**src/logic/cie_pkg.sv**
```systemverilog
package cie_pkg;

  localparam int          CIE_N_SRC       = 8;
  localparam int          CIE_CNT_W       = 2;
  localparam int          CIE_COND_I_BIT  = 3;
  localparam logic [15:0] CIE_VEC_TOP     = 16'hFFFE;
  localparam logic [2:0]  CIE_FRAME_BYTES = 3'h5;
  localparam logic [2:0]  CIE_QUEUE_BYTES = 3'h3;
  localparam logic [2:0]  CIE_VEC_BYTES   = 3'h2;
  localparam logic [1:0]  CIE_PH_ISSUE    = 2'h0;
  localparam logic [1:0]  CIE_PH_CAPTURE  = 2'h2;
  localparam logic [2:0]  CIE_POP_COND    = 3'h0;
  localparam logic [2:0]  CIE_POP_A       = 3'h1;
  localparam logic [2:0]  CIE_POP_X       = 3'h2;
  localparam logic [2:0]  CIE_POP_PCH     = 3'h3;
  localparam logic [2:0]  CIE_POP_PC_LO   = 3'h4;

  typedef enum logic [2:0] {
    CIE_ST_IDLE  = 3'b000,
    CIE_ST_PUSH  = 3'b001,
    CIE_ST_VEC   = 3'b010,
    CIE_ST_FILL  = 3'b011,
    CIE_ST_POP   = 3'b100,
    CIE_ST_RFILL = 3'b101
  } cie_state_e;

  typedef struct packed {
    logic [15:0] pc;
    logic [7:0]  x;
    logic [7:0]  a;
    logic [7:0]  condition_code_reg;
  } cie_ctx_s;

  typedef struct packed {
    logic [15:0] addr;
    logic [7:0]  wdata;
    logic        wr;
    logic        rd;
  } cie_mem_s;

endpackage

```
**src/logic/cie_src_slot.sv**
```systemverilog
`timescale 1ns/100ps
`default_nettype none

module cie_src_slot
  import cie_pkg::*;
#(
  parameter int CNT_W = CIE_CNT_W
) (
  input  wire logic             clk_sys,
  input  wire logic             srst,
  input  wire logic             src_event,
  input  wire logic             flag_clear,
  input  wire logic             flag_ack,
  output logic                  flag,
  output logic [CNT_W-1:0]      count
);

  localparam logic [CNT_W-1:0] CNT_MAX = {CNT_W{1'b1}};
  localparam logic [CNT_W-1:0] CNT_ONE = {{(CNT_W-1){1'b0}}, 1'b1};

  // repeated events of one source queue up as a count, saturating at CNT_MAX
  wire              inc;
  wire              dec;
  wire [CNT_W-1:0]  next_count;

  assign inc        = src_event && (count != CNT_MAX);
  assign dec        = (flag_clear || flag_ack) && (count != '0) && !inc;
  // set beats clear: an event in the clearing cycle keeps the flag up
  assign next_count = inc && !(flag_clear || flag_ack) ? count + CNT_ONE :
                      inc && (count == '0)             ? CNT_ONE         :
                      dec                              ? count - CNT_ONE : count;
  assign flag       = (count != '0);

  always_ff @(posedge clk_sys) begin
    if (srst) begin
      count <= '0;
    end else begin
      count <= next_count;
    end
  end

endmodule

`default_nettype wire

```
**src/logic/cie_core_irq.sv**
```systemverilog
`timescale 1ns/100ps
`default_nettype none

module cie_core_irq
  import cie_pkg::*;
#(
  parameter int          N_SRC   = CIE_N_SRC,
  parameter int          CNT_W   = CIE_CNT_W,
  parameter logic [15:0] VEC_TOP = CIE_VEC_TOP
) (
  input  wire logic                      clk_sys,
  input  wire logic                      srst,
  input  wire logic [N_SRC-1:0]          src_event,
  input  wire logic [N_SRC-1:0]          src_flag_clear,
  input  wire logic [N_SRC-1:0]          local_en,
  input  wire logic                      nest_en,
  input  wire logic                      sw_mask_wr,
  input  wire logic                      sw_mask_val,
  input  wire logic                      insn_done,
  input  wire logic                      return_from_interrupt,
  input  wire cie_ctx_s                  core_ctx,
  input  wire logic [15:0]               core_sp,
  input  wire logic [7:0]                mem_rdata,
  output cie_mem_s                       mem,
  output logic [N_SRC-1:0]               src_flag,
  output logic [N_SRC-1:0]               in_service,
  output logic                           i_mask,
  output logic                           core_hold,
  output logic                           ctx_load,
  output cie_ctx_s                       ctx_out,
  output logic [15:0]                    sp_out,
  output logic                           q_wr,
  output logic [7:0]                     q_byte
);

  localparam int SW = (N_SRC > 1) ? $clog2(N_SRC) : 1;

  cie_state_e        state;
  cie_state_e        next_state;
  logic [2:0]        cnt;
  logic [1:0]        ph;
  cie_ctx_s          ctx;
  logic [15:0]       sp_work;
  logic [15:0]       vec_pc;
  logic [SW-1:0]     src_sel;

  // sources
  wire [N_SRC-1:0]   ack_vec;
  wire [N_SRC-1:0]   qual;
  wire [N_SRC-1:0]   elig;
  wire [N_SRC-1:0]   run_above;
  wire [N_SRC:0]     run_seen;
  wire [N_SRC:0]     elig_seen;
  wire [N_SRC-1:0]   elig_first;
  wire [N_SRC-1:0]   svc_first;
  wire [N_SRC:0]     svc_seen;

  assign run_seen[0]  = 1'b0;
  assign elig_seen[0] = 1'b0;
  assign svc_seen[0]  = 1'b0;

  // index 0 is the most urgent; no two sources share a level
  genvar gi;
  generate
    for (gi = 0; gi < N_SRC; gi = gi + 1) begin : g_src
      cie_src_slot #(
        .CNT_W      (CNT_W)
      ) u_slot (
        .clk_sys    (clk_sys),
        .srst       (srst),
        .src_event  (src_event[gi]),
        .flag_clear (src_flag_clear[gi]),
        .flag_ack   (ack_vec[gi]),
        .flag       (src_flag[gi]),
        .count      ()
      );
      assign qual[gi]         = src_flag[gi] && local_en[gi];
      assign run_seen[gi+1]   = run_seen[gi] || in_service[gi];
      assign run_above[gi]    = !nest_en || !run_seen[gi+1];
      assign elig[gi]         = qual[gi] && run_above[gi];
      assign elig_first[gi]   = elig[gi] && !elig_seen[gi];
      assign elig_seen[gi+1]  = elig_seen[gi] || elig[gi];
      assign svc_first[gi]    = in_service[gi] && !svc_seen[gi];
      assign svc_seen[gi+1]   = svc_seen[gi] || in_service[gi];
    end
  endgenerate

  function automatic logic [SW-1:0] onehot_idx(input logic [N_SRC-1:0] oh);
    logic [SW-1:0] idx;
    idx = '0;
    for (int k = 0; k < N_SRC; k++) begin
      if (oh[k]) begin
        idx = SW'(k);
      end
    end
    return idx;
  endfunction

  wire            any_elig;
  wire [SW-1:0]   pick;
  wire            gate_open;
  wire            take;
  wire            do_return;

  assign any_elig  = elig_seen[N_SRC];
  assign pick      = onehot_idx(elig_first);
  // inside a nested handler the priority compare stands in for the mask
  assign gate_open = !i_mask || (nest_en && (in_service != '0));
  assign take      = (state == CIE_ST_IDLE) && insn_done && any_elig && gate_open;
  assign do_return = (state == CIE_ST_IDLE) && return_from_interrupt && !take;

  // sequencer
  wire            rd_state;
  wire            cap;
  wire            issue;
  wire [2:0]      last_cnt;
  wire            step_end;
  wire            vec_latch;
  wire [SW-1:0]   sel_now;
  wire [15:0]     vec_addr;
  wire [15:0]     rd_addr;
  wire [15:0]     wr_addr;
  wire [7:0]      wr_byte;
  wire            seq_done;

  assign rd_state  = (state == CIE_ST_VEC) || (state == CIE_ST_FILL) ||
                     (state == CIE_ST_POP) || (state == CIE_ST_RFILL);
  assign issue     = rd_state && (ph == CIE_PH_ISSUE);
  assign cap       = rd_state && (ph == CIE_PH_CAPTURE);
  assign last_cnt  = (state == CIE_ST_PUSH)  ? CIE_FRAME_BYTES - 3'h1 :
                     (state == CIE_ST_POP)   ? CIE_FRAME_BYTES - 3'h1 :
                     (state == CIE_ST_VEC)   ? CIE_VEC_BYTES - 3'h1   :
                                               CIE_QUEUE_BYTES - 3'h1;
  assign step_end  = (cnt == last_cnt) && ((state == CIE_ST_PUSH) || cap);

  // the source is chosen when the vector read goes out, after masking
  assign vec_latch = (state == CIE_ST_VEC) && issue && (cnt == 3'h0);
  assign sel_now   = (vec_latch && any_elig) ? pick : src_sel;
  assign vec_addr  = VEC_TOP - 16'(sel_now) * 16'h0002 - 16'h0002;
  assign ack_vec   = (vec_latch && any_elig && nest_en) ? elig_first : '0;

  assign rd_addr   = (state == CIE_ST_VEC)  ? vec_addr + 16'(cnt) :
                     (state == CIE_ST_FILL) ? vec_pc + 16'(cnt) :
                     (state == CIE_ST_POP)  ? sp_work + 16'h0001 + 16'(cnt) :
                                              ctx.pc + 16'(cnt);
  // stacking order: pc low, pc high, x, a, condition code, downward
  assign wr_addr   = sp_work - 16'(cnt);
  assign wr_byte   = (cnt == 3'h0) ? ctx.pc[7:0]  :
                     (cnt == 3'h1) ? ctx.pc[15:8] :
                     (cnt == 3'h2) ? ctx.x        :
                     (cnt == 3'h3) ? ctx.a        : ctx.condition_code_reg;

  assign seq_done  = step_end && ((state == CIE_ST_FILL) || (state == CIE_ST_RFILL));

  always_comb begin
    next_state = state;
    case (state)
      CIE_ST_IDLE: begin
        if (take) begin
          next_state = CIE_ST_PUSH;
        end else if (do_return) begin
          next_state = CIE_ST_POP;
        end
      end
      CIE_ST_PUSH: begin
        if (step_end) begin
          next_state = CIE_ST_VEC;
        end
      end
      CIE_ST_VEC: begin
        if (step_end) begin
          next_state = CIE_ST_FILL;
        end
      end
      CIE_ST_FILL: begin
        if (step_end) begin
          next_state = CIE_ST_IDLE;
        end
      end
      CIE_ST_POP: begin
        if (step_end) begin
          next_state = CIE_ST_RFILL;
        end
      end
      CIE_ST_RFILL: begin
        if (step_end) begin
          next_state = CIE_ST_IDLE;
        end
      end
      default: begin
        next_state = CIE_ST_IDLE;
      end
    endcase
  end

  // core is frozen for the whole frame, so it cannot race the stack
  assign core_hold = (state != CIE_ST_IDLE);

  always_ff @(posedge clk_sys) begin
    if (srst) begin
      state <= CIE_ST_IDLE;
      cnt   <= 3'h0;
      ph    <= 2'h0;
    end else begin
      state <= next_state;
      if ((state == CIE_ST_IDLE) || step_end) begin
        cnt <= 3'h0;
        ph  <= 2'h0;
      end else if (state == CIE_ST_PUSH || cap) begin
        cnt <= cnt + 3'h1;
        ph  <= 2'h0;
      end else begin
        ph  <= ph + 2'h1;
      end
    end
  end

  // context
  wire [7:0]  cc_image;
  assign cc_image = {core_ctx.condition_code_reg[7:CIE_COND_I_BIT+1], i_mask,
                     core_ctx.condition_code_reg[CIE_COND_I_BIT-1:0]};

  always_ff @(posedge clk_sys) begin
    if (srst) begin
      ctx     <= '0;
      sp_work <= 16'h0000;
      vec_pc  <= 16'h0000;
      src_sel <= '0;
    end else begin
      if (take) begin
        ctx     <= '{pc: core_ctx.pc, x: core_ctx.x, a: core_ctx.a,
                     condition_code_reg: cc_image};
        sp_work <= core_sp;
        src_sel <= pick;
      end else if (do_return) begin
        sp_work <= core_sp;
      end
      if (state == CIE_ST_PUSH && step_end) begin
        sp_work <= sp_work - 16'(CIE_FRAME_BYTES);
      end
      if (state == CIE_ST_POP && step_end) begin
        sp_work <= sp_work + 16'(CIE_FRAME_BYTES);
      end
      if (vec_latch) begin
        src_sel <= sel_now;
      end
      if (cap && state == CIE_ST_VEC) begin
        if (cnt == 3'h0) begin
          vec_pc[15:8] <= mem_rdata;
        end else begin
          vec_pc[7:0]  <= mem_rdata;
        end
      end
      if (cap && state == CIE_ST_POP) begin
        case (cnt)
          CIE_POP_COND:  ctx.condition_code_reg <= mem_rdata;
          CIE_POP_A:     ctx.a                  <= mem_rdata;
          CIE_POP_X:     ctx.x                  <= mem_rdata;
          CIE_POP_PCH:   ctx.pc[15:8]           <= mem_rdata;
          CIE_POP_PC_LO: ctx.pc[7:0]            <= mem_rdata;
          default:       ctx.condition_code_reg <= ctx.condition_code_reg;
        endcase
      end
    end
  end

  // mask
  wire next_i_mask;
  // hardware updates outrank a software write in the same cycle
  assign next_i_mask = (state == CIE_ST_PUSH && step_end)                ? 1'b1 :
                       (cap && state == CIE_ST_POP && cnt == CIE_POP_COND) ?
                         mem_rdata[CIE_COND_I_BIT] :
                       (sw_mask_wr && state == CIE_ST_IDLE)               ? sw_mask_val :
                       i_mask;

  // nested bookkeeping: the lowest set bit is the handler now running
  wire [N_SRC-1:0] sel_oh;
  wire [N_SRC-1:0] next_in_service;
  assign sel_oh          = N_SRC'(1) << src_sel;
  assign next_in_service = (!nest_en)                                  ? '0 :
                           (state == CIE_ST_FILL && seq_done)          ? in_service | sel_oh :
                           (state == CIE_ST_RFILL && seq_done)         ? in_service & ~svc_first :
                           in_service;

  always_ff @(posedge clk_sys) begin
    if (srst) begin
      i_mask     <= 1'b1;
      in_service <= '0;
    end else begin
      i_mask     <= next_i_mask;
      in_service <= next_in_service;
    end
  end

  // outputs
  cie_mem_s next_mem;
  assign next_mem.addr  = (state == CIE_ST_PUSH) ? wr_addr : rd_addr;
  assign next_mem.wdata = (state == CIE_ST_PUSH) ? wr_byte : 8'h00;
  assign next_mem.wr    = (state == CIE_ST_PUSH);
  assign next_mem.rd    = issue;

  always_ff @(posedge clk_sys) begin
    if (srst) begin
      mem      <= '0;
      q_wr     <= 1'b0;
      q_byte   <= 8'h00;
      ctx_load <= 1'b0;
      ctx_out  <= '0;
      sp_out   <= 16'h0000;
    end else begin
      mem      <= next_mem;
      q_wr     <= cap && ((state == CIE_ST_FILL) || (state == CIE_ST_RFILL));
      q_byte   <= mem_rdata;
      ctx_load <= seq_done;
      if (seq_done && state == CIE_ST_FILL) begin
        ctx_out <= '{pc: vec_pc, x: ctx.x, a: ctx.a,
                     condition_code_reg: ctx.condition_code_reg | (8'h01 << CIE_COND_I_BIT)};
        sp_out  <= sp_work;
      end else if (seq_done) begin
        ctx_out <= ctx;
        sp_out  <= sp_work;
      end
    end
  end

endmodule

`default_nettype wire

```
**config.mk**
```make
export PLATFORM = sky130hd
export DESIGN_NAME = cie_core_irq
export DESIGN_NICKNAME = d
export VERILOG_FILES = /design/src/logic/cie_pkg.sv /design/src/logic/cie_src_slot.sv /design/src/logic/cie_core_irq.sv
export SDC_FILE = /design/constraint.sdc
export NUM_CORES = 1
export LEC_CHECK = 0
export BUFFER_PORTS_ARGS = -buffer_cell sky130_fd_sc_hd__buf_2
export CAP_MARGIN = 20
export CORE_MARGIN = 5
export CORE_UTILIZATION = 30
export DETAILED_ROUTE_END_ITERATION = 10
export HOLD_SLACK_MARGIN = 0.1
export PLACE_DENSITY_LB_ADDON = 0.2
export RECOVER_POWER = 25
export SLEW_MARGIN = 30
export SYNTH_ARGS = -nofsm -noshare
export SYNTH_HDL_FRONTEND = slang
export SYNTH_HIERARCHICAL = 1
export SYNTH_SLANG_ARGS = --single-unit
```
**constraint.sdc**
```tcl
create_clock -name clk_sys -period 5.29 [get_ports clk_sys]
set_clock_uncertainty 0.1 [all_clocks]
set_input_delay 1.058 -clock clk_sys [delete_from_list [all_inputs] [get_ports clk_sys]]
set_output_delay 1.058 -clock clk_sys [all_outputs]
set_load 0.005 [all_outputs]
```
**Yosys cells after proc, flatten, opt, wreduce, memory -nomap -nowiden**

Cells that the tools add are included.

- Register bits after elaboration: 200
- Input port bits: 95
- Memory bits (read-only): 0
- Output and inout port bits: 110
- Memories kept: 0
- Word-level logic and storage cells: 373
- Bits in latches: 0
- Bits in writable memories: 0

- Equality and inequality tests: 25
- Bitwise logic cells: 6
- Shift-type cells: 1
- Magnitude comparators: 0
- Div/mod/pow operators: 0
- Multipliers: 0
- Muxes and demuxes: 72
- Add/subtract/negate cells: 28
- Reduce and logical (&&, ||, !) cells: 208

Operator list:

| kind | count |
|---|---|
| $mux W16 | 10 |
| $mux W40 | 4 |
| $logic_and A1 B1 Y1 | 93 |
| $mux W8 | 11 |
| $mux W2 | 27 |
| $add A16 B3 Y16 | 3 |
| $mux W3 | 15 |
| $logic_or A1 B1 Y1 | 37 |
| $logic_not A1 Y1 | 34 |
| $reduce_bool A3 Y1 | 9 |
| $reduce_bool A2 Y1 | 12 |
| $ne A2 B2 Y1 const B | 11 |
| $add A2 B1 Y2 const B | 9 |
| $logic_not A2 Y1 | 9 |
| $add A16 B1 Y16 const B | 1 |
| $add A16 B3 Y16 const B | 1 |
| $pmux W8 S2 | 1 |
| $sub A16 B3 Y16 | 1 |
| $sub A16 B3 Y16 const B | 1 |
| $sub A2 B1 Y2 const B | 8 |
| $pmux W3 S5 | 1 |
| $eq A3 B2 Y1 const B | 4 |
| $reduce_or A2 Y1 | 5 |
| $eq A3 B3 Y1 const B | 3 |
| other kinds (22) | 30 |

**Longest topological paths before layout**

Gate-level depths: netlist (run 1).

- Word-level depth: 20
- Gate-level depth with buffers: 18
- Mapped depth without buffers: 18

**Cells and area by module**

Netlist (run 1), hierarchy kept.

By module, submodules not included:

| module | times used | cells an instance | sequential area each (µm²) | area an instance (µm²) |
|---|---|---|---|---|
| cie_core_irq | 1 | 1359 | 3683.5 | 10357.4 |
| cie_src_slot at g_src[0].u_slot ... | 7 | 20 | 40.0 | 172.7 |
| cie_src_slot at g_src[7].u_slot | 1 | 21 | 40.0 | 186.4 |

**Worst setup path after synthesis (run 1)**

OpenSTA, ideal clock, no wires.

- Kind: input-to-reg
- Start: in nest_en
- End: reg mem[12] (netlist bit)
- Path buffers: 1
- Required time: 5.058 ns
- Stages on the path: 13
- Path slack: 1.195 ns
- Arrival time: 3.862 ns
- Library setup time: 0.132 ns
- Cells stage by stage: clkbuf_1 > o21ai_0 > a32oi_1 > a21boi_1 > inv_1 > o2111a_1 > a21oi_1 > ha_1 > fa_1 > nor2_1 > a311o_1 > o211ai_1 > a21oi_1

- Cells in the longest elaborated chain, start to end: 18
- Elaborated cells on any way between the ends: 52
- Classes of those cells: 3 x add/sub; 10 x mux; 39 x reduce/logical

Ends and longest elaborated chain:

| element | RTL line | RTL |
|---|---|---|
| start: declaration | cie_core_irq.sv:16 | `input wire logic nest_en,` |
| $logic_not A1 Y1 (*) | - |  |
| $logic_or A1 B1 Y1 | cie_core_irq.sv:79 | `assign run_above[gi] = !nest_en \|\| !run_seen[gi+1];` |
| $logic_and A1 B1 Y1 | cie_core_irq.sv:80 | `assign elig[gi] = qual[gi] && run_above[gi];` |
| $logic_not A1 Y1 or $logic_or A1 B1 Y1 (tied branches) | cie_core_irq.sv:81, cie_core_irq.sv:82 |  |
| $logic_and A1 B1 Y1, or another cell as far along | cie_core_irq.sv:81 | `assign elig_first[gi] = elig[gi] && !elig_seen[gi];` |
| $mux W1, or another cell as far along | cie_core_irq.sv:92 | `if (oh[k]) begin` |
| $mux W2, or another cell as far along (2 in a row) | cie_core_irq.sv:92 |  |
| $mux W3, or another cell as far along (2 in a row) | cie_core_irq.sv:92 |  |
| $mux W3 or $logic_and A1 B1 Y1 (tied branches) | cie_core_irq.sv:92, cie_core_irq.sv:81 |  |
| $mux W3 | cie_core_irq.sv:92 |  |
| $mux W3 (*) | cie_core_irq.sv:138 | `assign sel_now = (vec_latch && any_elig) ? pick : src_sel;` |
| $sub A2 B5 Y6 (*) | cie_core_irq.sv:139 | `assign vec_addr = VEC_TOP - 16'(sel_now) * 16'h0002 - 16'h0002;` |
| $sub A6 B3 Y7 (*) | cie_core_irq.sv:139 |  |
| $add A7 B4 Y8 (*) | cie_core_irq.sv:142 | `assign rd_addr = (state == CIE_ST_VEC) ? vec_addr + 16'(cnt) :` |
| $mux W16 (*) | cie_core_irq.sv:142 |  |
| $mux W16 (*) | cie_core_irq.sv:297 | `assign next_mem.addr = (state == CIE_ST_PUSH) ? wr_addr : rd_addr;` |
| end signal: assignment | cie_core_irq.sv:311 | `mem <= next_mem;` |
| end: declaration | cie_core_irq.sv:24 | `output cie_mem_s mem,` |

Every way passes the cells marked *; elsewhere a longest branch is shown, timed or not.
A chain may end at the register's enable or synchronous reset.

**Worst setup path after layout (run 1)**

- Start: in nest_en
- End: reg mem[17] (netlist bit)

Same word-level chain as after synthesis.

==> impl_metrics.json, run 1 <==
{
  "worstSkewPairLatency_ns": 0.45,
  "reg2reg_from": "g_src[0].u_slot/count[0]",
  "period_needed_ns": 4.55,
  "cts_buffers": 17,
  "ir_drop_mv": 0.225,
  "placementRows": 72,
  "synth_warnings": 6,
  "final.setup.worst_slack_ns": 0.744,
  "yosysMostFrequentCell": "nand2_1",
  "synth-edff-count": 0,
  "htree_levels": 4,
  "synth_top_area_cell": "dfxtp_1",
  "leakage_nw": 5.41,
  "dieWidth_um": 208,
  "firstDrtPassIters": 5,
  "grt_max_degree": 107,
  "setup_viol": 0,
  "root_buffer": "clkbuf_16",
  "clk_path_buf_depth": 2,
  "power_frac_clock": 0.372,
  "grt_usage": 0.190,
  "crit_fanout": 18,
  "cts_sinks": 200,
  "wl_met1_mm": 20.2,
  "cts_resized": 0,
  "num_antenna_cells": 0,
  "place_congestion": 0.861,
  "syn-mean-instance-area_sq_um": 7.73,
  "drtIter0Drc": 872,
  "ys.flop_type": "dfxtp_1",
  "die_area_sq_um": 43200,
  "antenna_found_initial": 1,
  "critical_path_required_ns": 5.40,
  "initial_core_util": 0.303,
  "rr_worst_depth": 13,
  "timing.rr.end": "mem[17]",
  "place_hpwl_mm": 31.1,
  "drc": 0,
  "routed-wl-met3_mm": 2.15,
  "post_cts.repair.setup_buffers": 0,
  "hp-class": "reg -> reg",
  "status": "finished with violations",
  "grt_pass1_wl_mm": 65.7,
  "tightest_slew_ns": 2.64,
  "port_buffers": 203,
  "ys_ff_latch": 200,
  "violations": "max-capacitance violations, max-slew violations",
  "synth.cell_area_sq_um": 11800,
  "die_h_um": 208,
  "endpoint_kind": "register",
  "grt_pass1_vias": 11000,
  "synthTopCellsByArea": "dfxtp_1, nand2_1, a21oi_1",
  "arrival_ns": 4.65,
  "min_path_cells": 2,
  "cap_violations": 1,
  "nets": 1795,
  "grt_overflow": 0,
  "finalCritPeriodShare": 0.859,
  "relSlewSlack": -0.758,
  "async_flop_share": 0,
  "cts_hold_buf": 0,
  "synth-seq-area-share": 0.341,
  "drive_gt1_frac": 0.149,
  "p_comb_frac": 0.168,
  "clk_pin_slew_ns": 0.08,
  "synth_top_area_frac": 0.341,
  "finish.utilization": 0.352,
  "timing.fmax_mhz": 220,
  "switching_share": 0.312,
  "area_growth_pct": 16.1,
  "p_int_mw": 2.43,
  "ys_types": 81,
  "wl_met2_mm": 19.8,
  "p_seq_frac": 0.461,
  "critical_path_class": "in -> reg",
  "finalHoldViolCount": 0,
  "top_layer": "met5",
  "vias": 11400,
  "power-per-cell-area_nw_per_um2": 259,
  "pre_cts_ws_ns": 0.401,
  "reg2reg_slack_ns": 1.06,
  "tritoncts": "built",
  "holdPathEnd": "ctx_out[25]",
  "rsz0062_at_grt": "no",
  "tns_ns": 0,
  "core_sq_um": 38700,
  "cp-start-kind": "primary input",
  "ios": 205,
  "synth_commonest_cells": "nand2_1, dfxtp_1, nor2_1",
  "hp-start": "ctx_out[25]",
  "synth_nets": 1662,
  "wl_mm": 42.7,
  "detail-route-antenna-nets": 0,
  "via_per_inst": 5.23,
  "maxSlewViolCount": 106,
  "p_switching_mw": 1.10,
  "wire_per_inst_um": 19.6,
  "synthCells": 1520
}
## metrics by stage
stage | instances | hold slack, ns | cell area [sq um] | total power [mW]
3_5_place_dp | 2152 | 0.344 | 13100 | 2.25
3_3_place_gp | 2152 | 0.341 | 13100 | 2.25
6_report | 2184 | 0.353 | 13600 | 3.54
4_1_cts | 2184 | 0.355 | 13700 | 3.58
2_1_floorplan | 1520 | 0.341 | 11800 | 2.04
5_1_grt | 2184 | 0.376 | 13600 | 3.71
## final cells by class
| type | instances | area [sq um] |
|---|---|---|
| flip-flops and latches | 200 | 4000 |
| multi-input cells | 1160 | 7130 |
| inverters | 55 | 206 |
| clock buffers | 20 | 457 |
| clock inverters | 12 | 104 |
| fillers | 4187 | 25100 |
| repair buffers | 219 | 1090 |
| well taps | 518 | 648 |
## registers in the layout (all words and copies together) (netlist names), 2 cells and up
register            flops
ctx                    40
ctx_out                40
mem                    26
g_src.u_slot/count     16
sp_out                 16
sp_work                16
vec_pc                 16
in_service              8
q_byte                  8
cnt                     3
src_sel                 3
state                   3
ph                      2
## metal layers
metal / GRT usage / vias up
li1: - / 5607
met1: 0.266 / 5429
met2: 0.307 / 355
met3: 0.0352 / 37
met4: 0.0387 / 2
met5: 0 / -
## cells in the final DEF, fill, tap and decap left out, types with 37 or more instances in the layout
cell type / Yosys / layout
a21oi_1: 126 / 126
buf_2: 8 / 158
clkbuf_1: 78 / 45
dfxtp_1: 200 / 200
ha_1: 42 / 42
inv_1: 55 / 55
nand2_1: 262 / 262
nand3_1: 38 / 37
nor2_1: 168 / 168
o21ai_0: 54 / 54
xnor2_1: 37 / 37
xor2_1: 43 / 43
## power groups by stage
stage          Sequential (mW)  Combinational, mW  Clock, mW
3_3_place_gp              1.66              0.583          0
3_5_place_dp              1.66              0.589          0
2_1_floorplan             1.62              0.423          0
5_1_grt                   1.64              0.655       1.41
6_report                  1.63              0.594       1.32
4_1_cts                   1.63              0.592       1.36
## cell families after synthesis
family                   count (synthesis)  synth area share
AO/OA/AOI/OAI                          382             0.228
XOR/XNOR                                80            0.0596
adder cells (fa/ha/maj)                 48            0.0541
buffers and inverters                  160            0.0545
flip-flops                             200             0.341
multiplexers                            31            0.0265
AND/OR/NAND/NOR                        619             0.237
## critical path, cell delays in order
cell and delay (ns):
buf_2 0.27, o21ai_0 0.18, a32oi_1 0.31, a21boi_1 0.55, nand4_1 0.31, o2111a_1 0.25, a21oi_1 0.25, ha_1 0.32
fa_1 0.48, o221ai_2 0.52, a21oi_1 0.16
## worst max path at each step
| stage | slack, ns | endpoint | from | cells after the start |
|---|---|---|---|---|
| after global placement | 0.53 | mem[18] | nest_en | 11 |
| final | 0.74 | mem[17] | nest_en | 11 |
| after CTS | 0.86 | mem[24] | nest_en | 11 |
| after floorplan | 1.20 | mem[12] | nest_en | 13 |
| after global routing | 0.53 | mem[18] | nest_en | 11 |
| after detailed placement | 0.40 | mem[18] | nest_en | 11 |
No activity file was read; power rests on OpenSTA's default activity.
==> run 2: changes to the inputs <==
Settings changed: PLACE_DENSITY from default to 0.44, PLACE_DENSITY_LB_ADDON 0.2 to default.
==> run 2 against run 1 <==
The flow still finishes with violations (max-capacitance violations, max-slew violations). Combinational power about the same. Global-route usage increased by 0.94 points. Total power decreased by 0.48%. Routed wire length increased by 4.2%. Register-to-register slack got worse by 0.02 ns. Die area unchanged. Via count decreased by 0.22%. Sequential share of layout area about the same. Utilization about the same. Clock power about the same. Sequential cell count unchanged.
==> impl_metrics.json, run 2 (synthesis results as in run 1) <==
{
  "status": "finished with violations",
  "violations": "max-capacitance violations, max-slew violations",
  "pre_cts_ws_ns": 0.321,
  "hold_slack_ns": 0.353,
  "arrival_ns": 4.67,
  "final.setup.worst_slack_ns": 0.727,
  "grt_pass1_vias": 11300,
  "via_per_inst": 5.22,
  "wl_mm": 44.5,
  "final_cells": 2186,
  "root_buffer": "clkbuf_16",
  "firstDrtPassIters": 6,
  "clk_pin_slew_ns": 0.08,
  "power-per-cell-area_nw_per_um2": 258,
  "rsz0062_at_grt": "no",
  "area_growth_pct": 16.1,
  "die_area_sq_um": 43200,
  "tightest_slew_ns": 2.93,
  "antenna_found_initial": 1,
  "place_hpwl_mm": 32.3,
  "drc": 0,
  "wire_per_inst_um": 20.4,
  "initial_core_util": 0.303,
  "cts_buffers": 17,
  "setup_viol": 0,
  "critical_path_class": "in -> reg",
  "place_inst": 2155,
  "place_congestion": 0.872,
  "nets": 1798,
  "leakage_nw": 5.41,
  "crit_fanout": 18,
  "finish.utilization": 0.352,
  "critical_path_required_ns": 5.40,
  "cp-start-kind": "primary input",
  "relSlewSlack": -0.955,
  "num_antenna_cells": 0,
  "grt_pass1_wl_mm": 68.7,
  "final_cell_mix": "nand2_1, dfxtp_1, nor2_1",
  "largestRegisters": "ctx x40, ctx_out x40, mem x26",
  "tritoncts": "built",
  "port_buffers": 203,
  "endpoint_kind": "register",
  "finalCritPeriodShare": 0.863,
  "vias": 11400,
  "core_sq_um": 38700,
  "cap_violations": 1,
  "ios": 205,
  "multiInputGateArea_sq_um": 7120,
  "drtIter0Drc": 649,
  "grt_overflow": 0,
  "cts_resized": 0,
  "period_needed_ns": 4.56,
  "die_h_um": 208,
  "ir_drop_mv": 0.233,
  "detail-route-antenna-nets": 0,
  "post_cts.repair.setup_buffers": 0,
  "register_area_sq_um": 4000,
  "final_common_cell": "nand2_1",
  "timing.fmax_mhz": 219,
  "worstSkewPairLatency_ns": 0.46,
  "cts_sinks": 200,
  "grt_max_degree": 118,
  "grt_usage": 0.199,
  "clk_path_buf_depth": 2,
  "finalHoldViolCount": 0,
  "drive_gt1_frac": 0.150,
  "dieWidth_um": 208,
  "maxSlewViolCount": 117,
  "htree_levels": 4,
  "fillers": 4241,
  "hp-class": "reg -> reg",
  "placementRows": 72,
  "cts_hold_buf": 0,
  "tns_ns": 0
}
[run 2: cell types whose count changed in the layout (fill, tap and decap cells not counted)]
| cell | delta |
|---|---|
| buf_4 | +3 |
| clkbuf_1 | -1 |
| clkbuf_8 | -1 |
| clkinv_4 | +2 |
| clkinvlp_4 | +1 |
| inv_6 | -2 |
| nand3_2 | +1 |
| nand3_4 | -1 |
[run 2: final timing paths]
path	start	endpoint	slack, ns	depth (start not counted)
min reg2reg	ctx_out[37]	ctx_out[37]	0.35	2
max	nest_en	mem[15]	0.73	11
max reg2reg	g_src[0].u_slot/count[0]	mem[15]	1.04	13
min	ctx_out[37]	ctx_out[37]	0.35	2
[run 2: layout make-up]
cell class | instances | area share
clock buffer | 18 | 0.0322
clock inverter | 13 | 0.00816
inverter | 55 | 0.0151
multi-input combinational | 1160 | 0.522
sequential | 200 | 0.293
tap | 518 | 0.0475
timing repair buffer | 222 | 0.0818
[run 2: power by group]
| part | leakage [nW] | switching [mW] | total [mW] | internal, mW |
|---|---|---|---|---|
| clock | 0.269 | 0.664 | 1.29 | 0.627 |
| combinational | 3.52 | 0.358 | 0.597 | 0.238 |
| sequential | 1.62 | 0.0825 | 1.63 | 1.55 |
[run 2: metal layers]
metal  global-route usage  part of all wire  vias up  wire length, um
li1                     -                 -     5613                -
met1                0.276              0.48     5504            21200
met2                0.331              0.47      264            21100
met3               0.0328             0.040       22             1800
met4               0.0369             0.010        2              449
met5                    0           0.00016        -                7
[run 2: critical path: stages]
cell and delay [ns]:
buf_2 0.26, o21ai_0 0.19, a32oi_1 0.33, a21boi_1 0.58
nand4_1 0.34, o2111a_1 0.27, a21oi_1 0.21, ha_1 0.29
fa_1 0.49, o221ai_2 0.50, a31oi_1 0.15
[run 2: through the flow]
step	area, sq um	total power [mW]
final	13600	3.52
after global routing	13600	3.70
after CTS	13700	3.57
after detailed placement	13200	2.26
after global placement	13200	2.26
after floorplan	11800	2.04
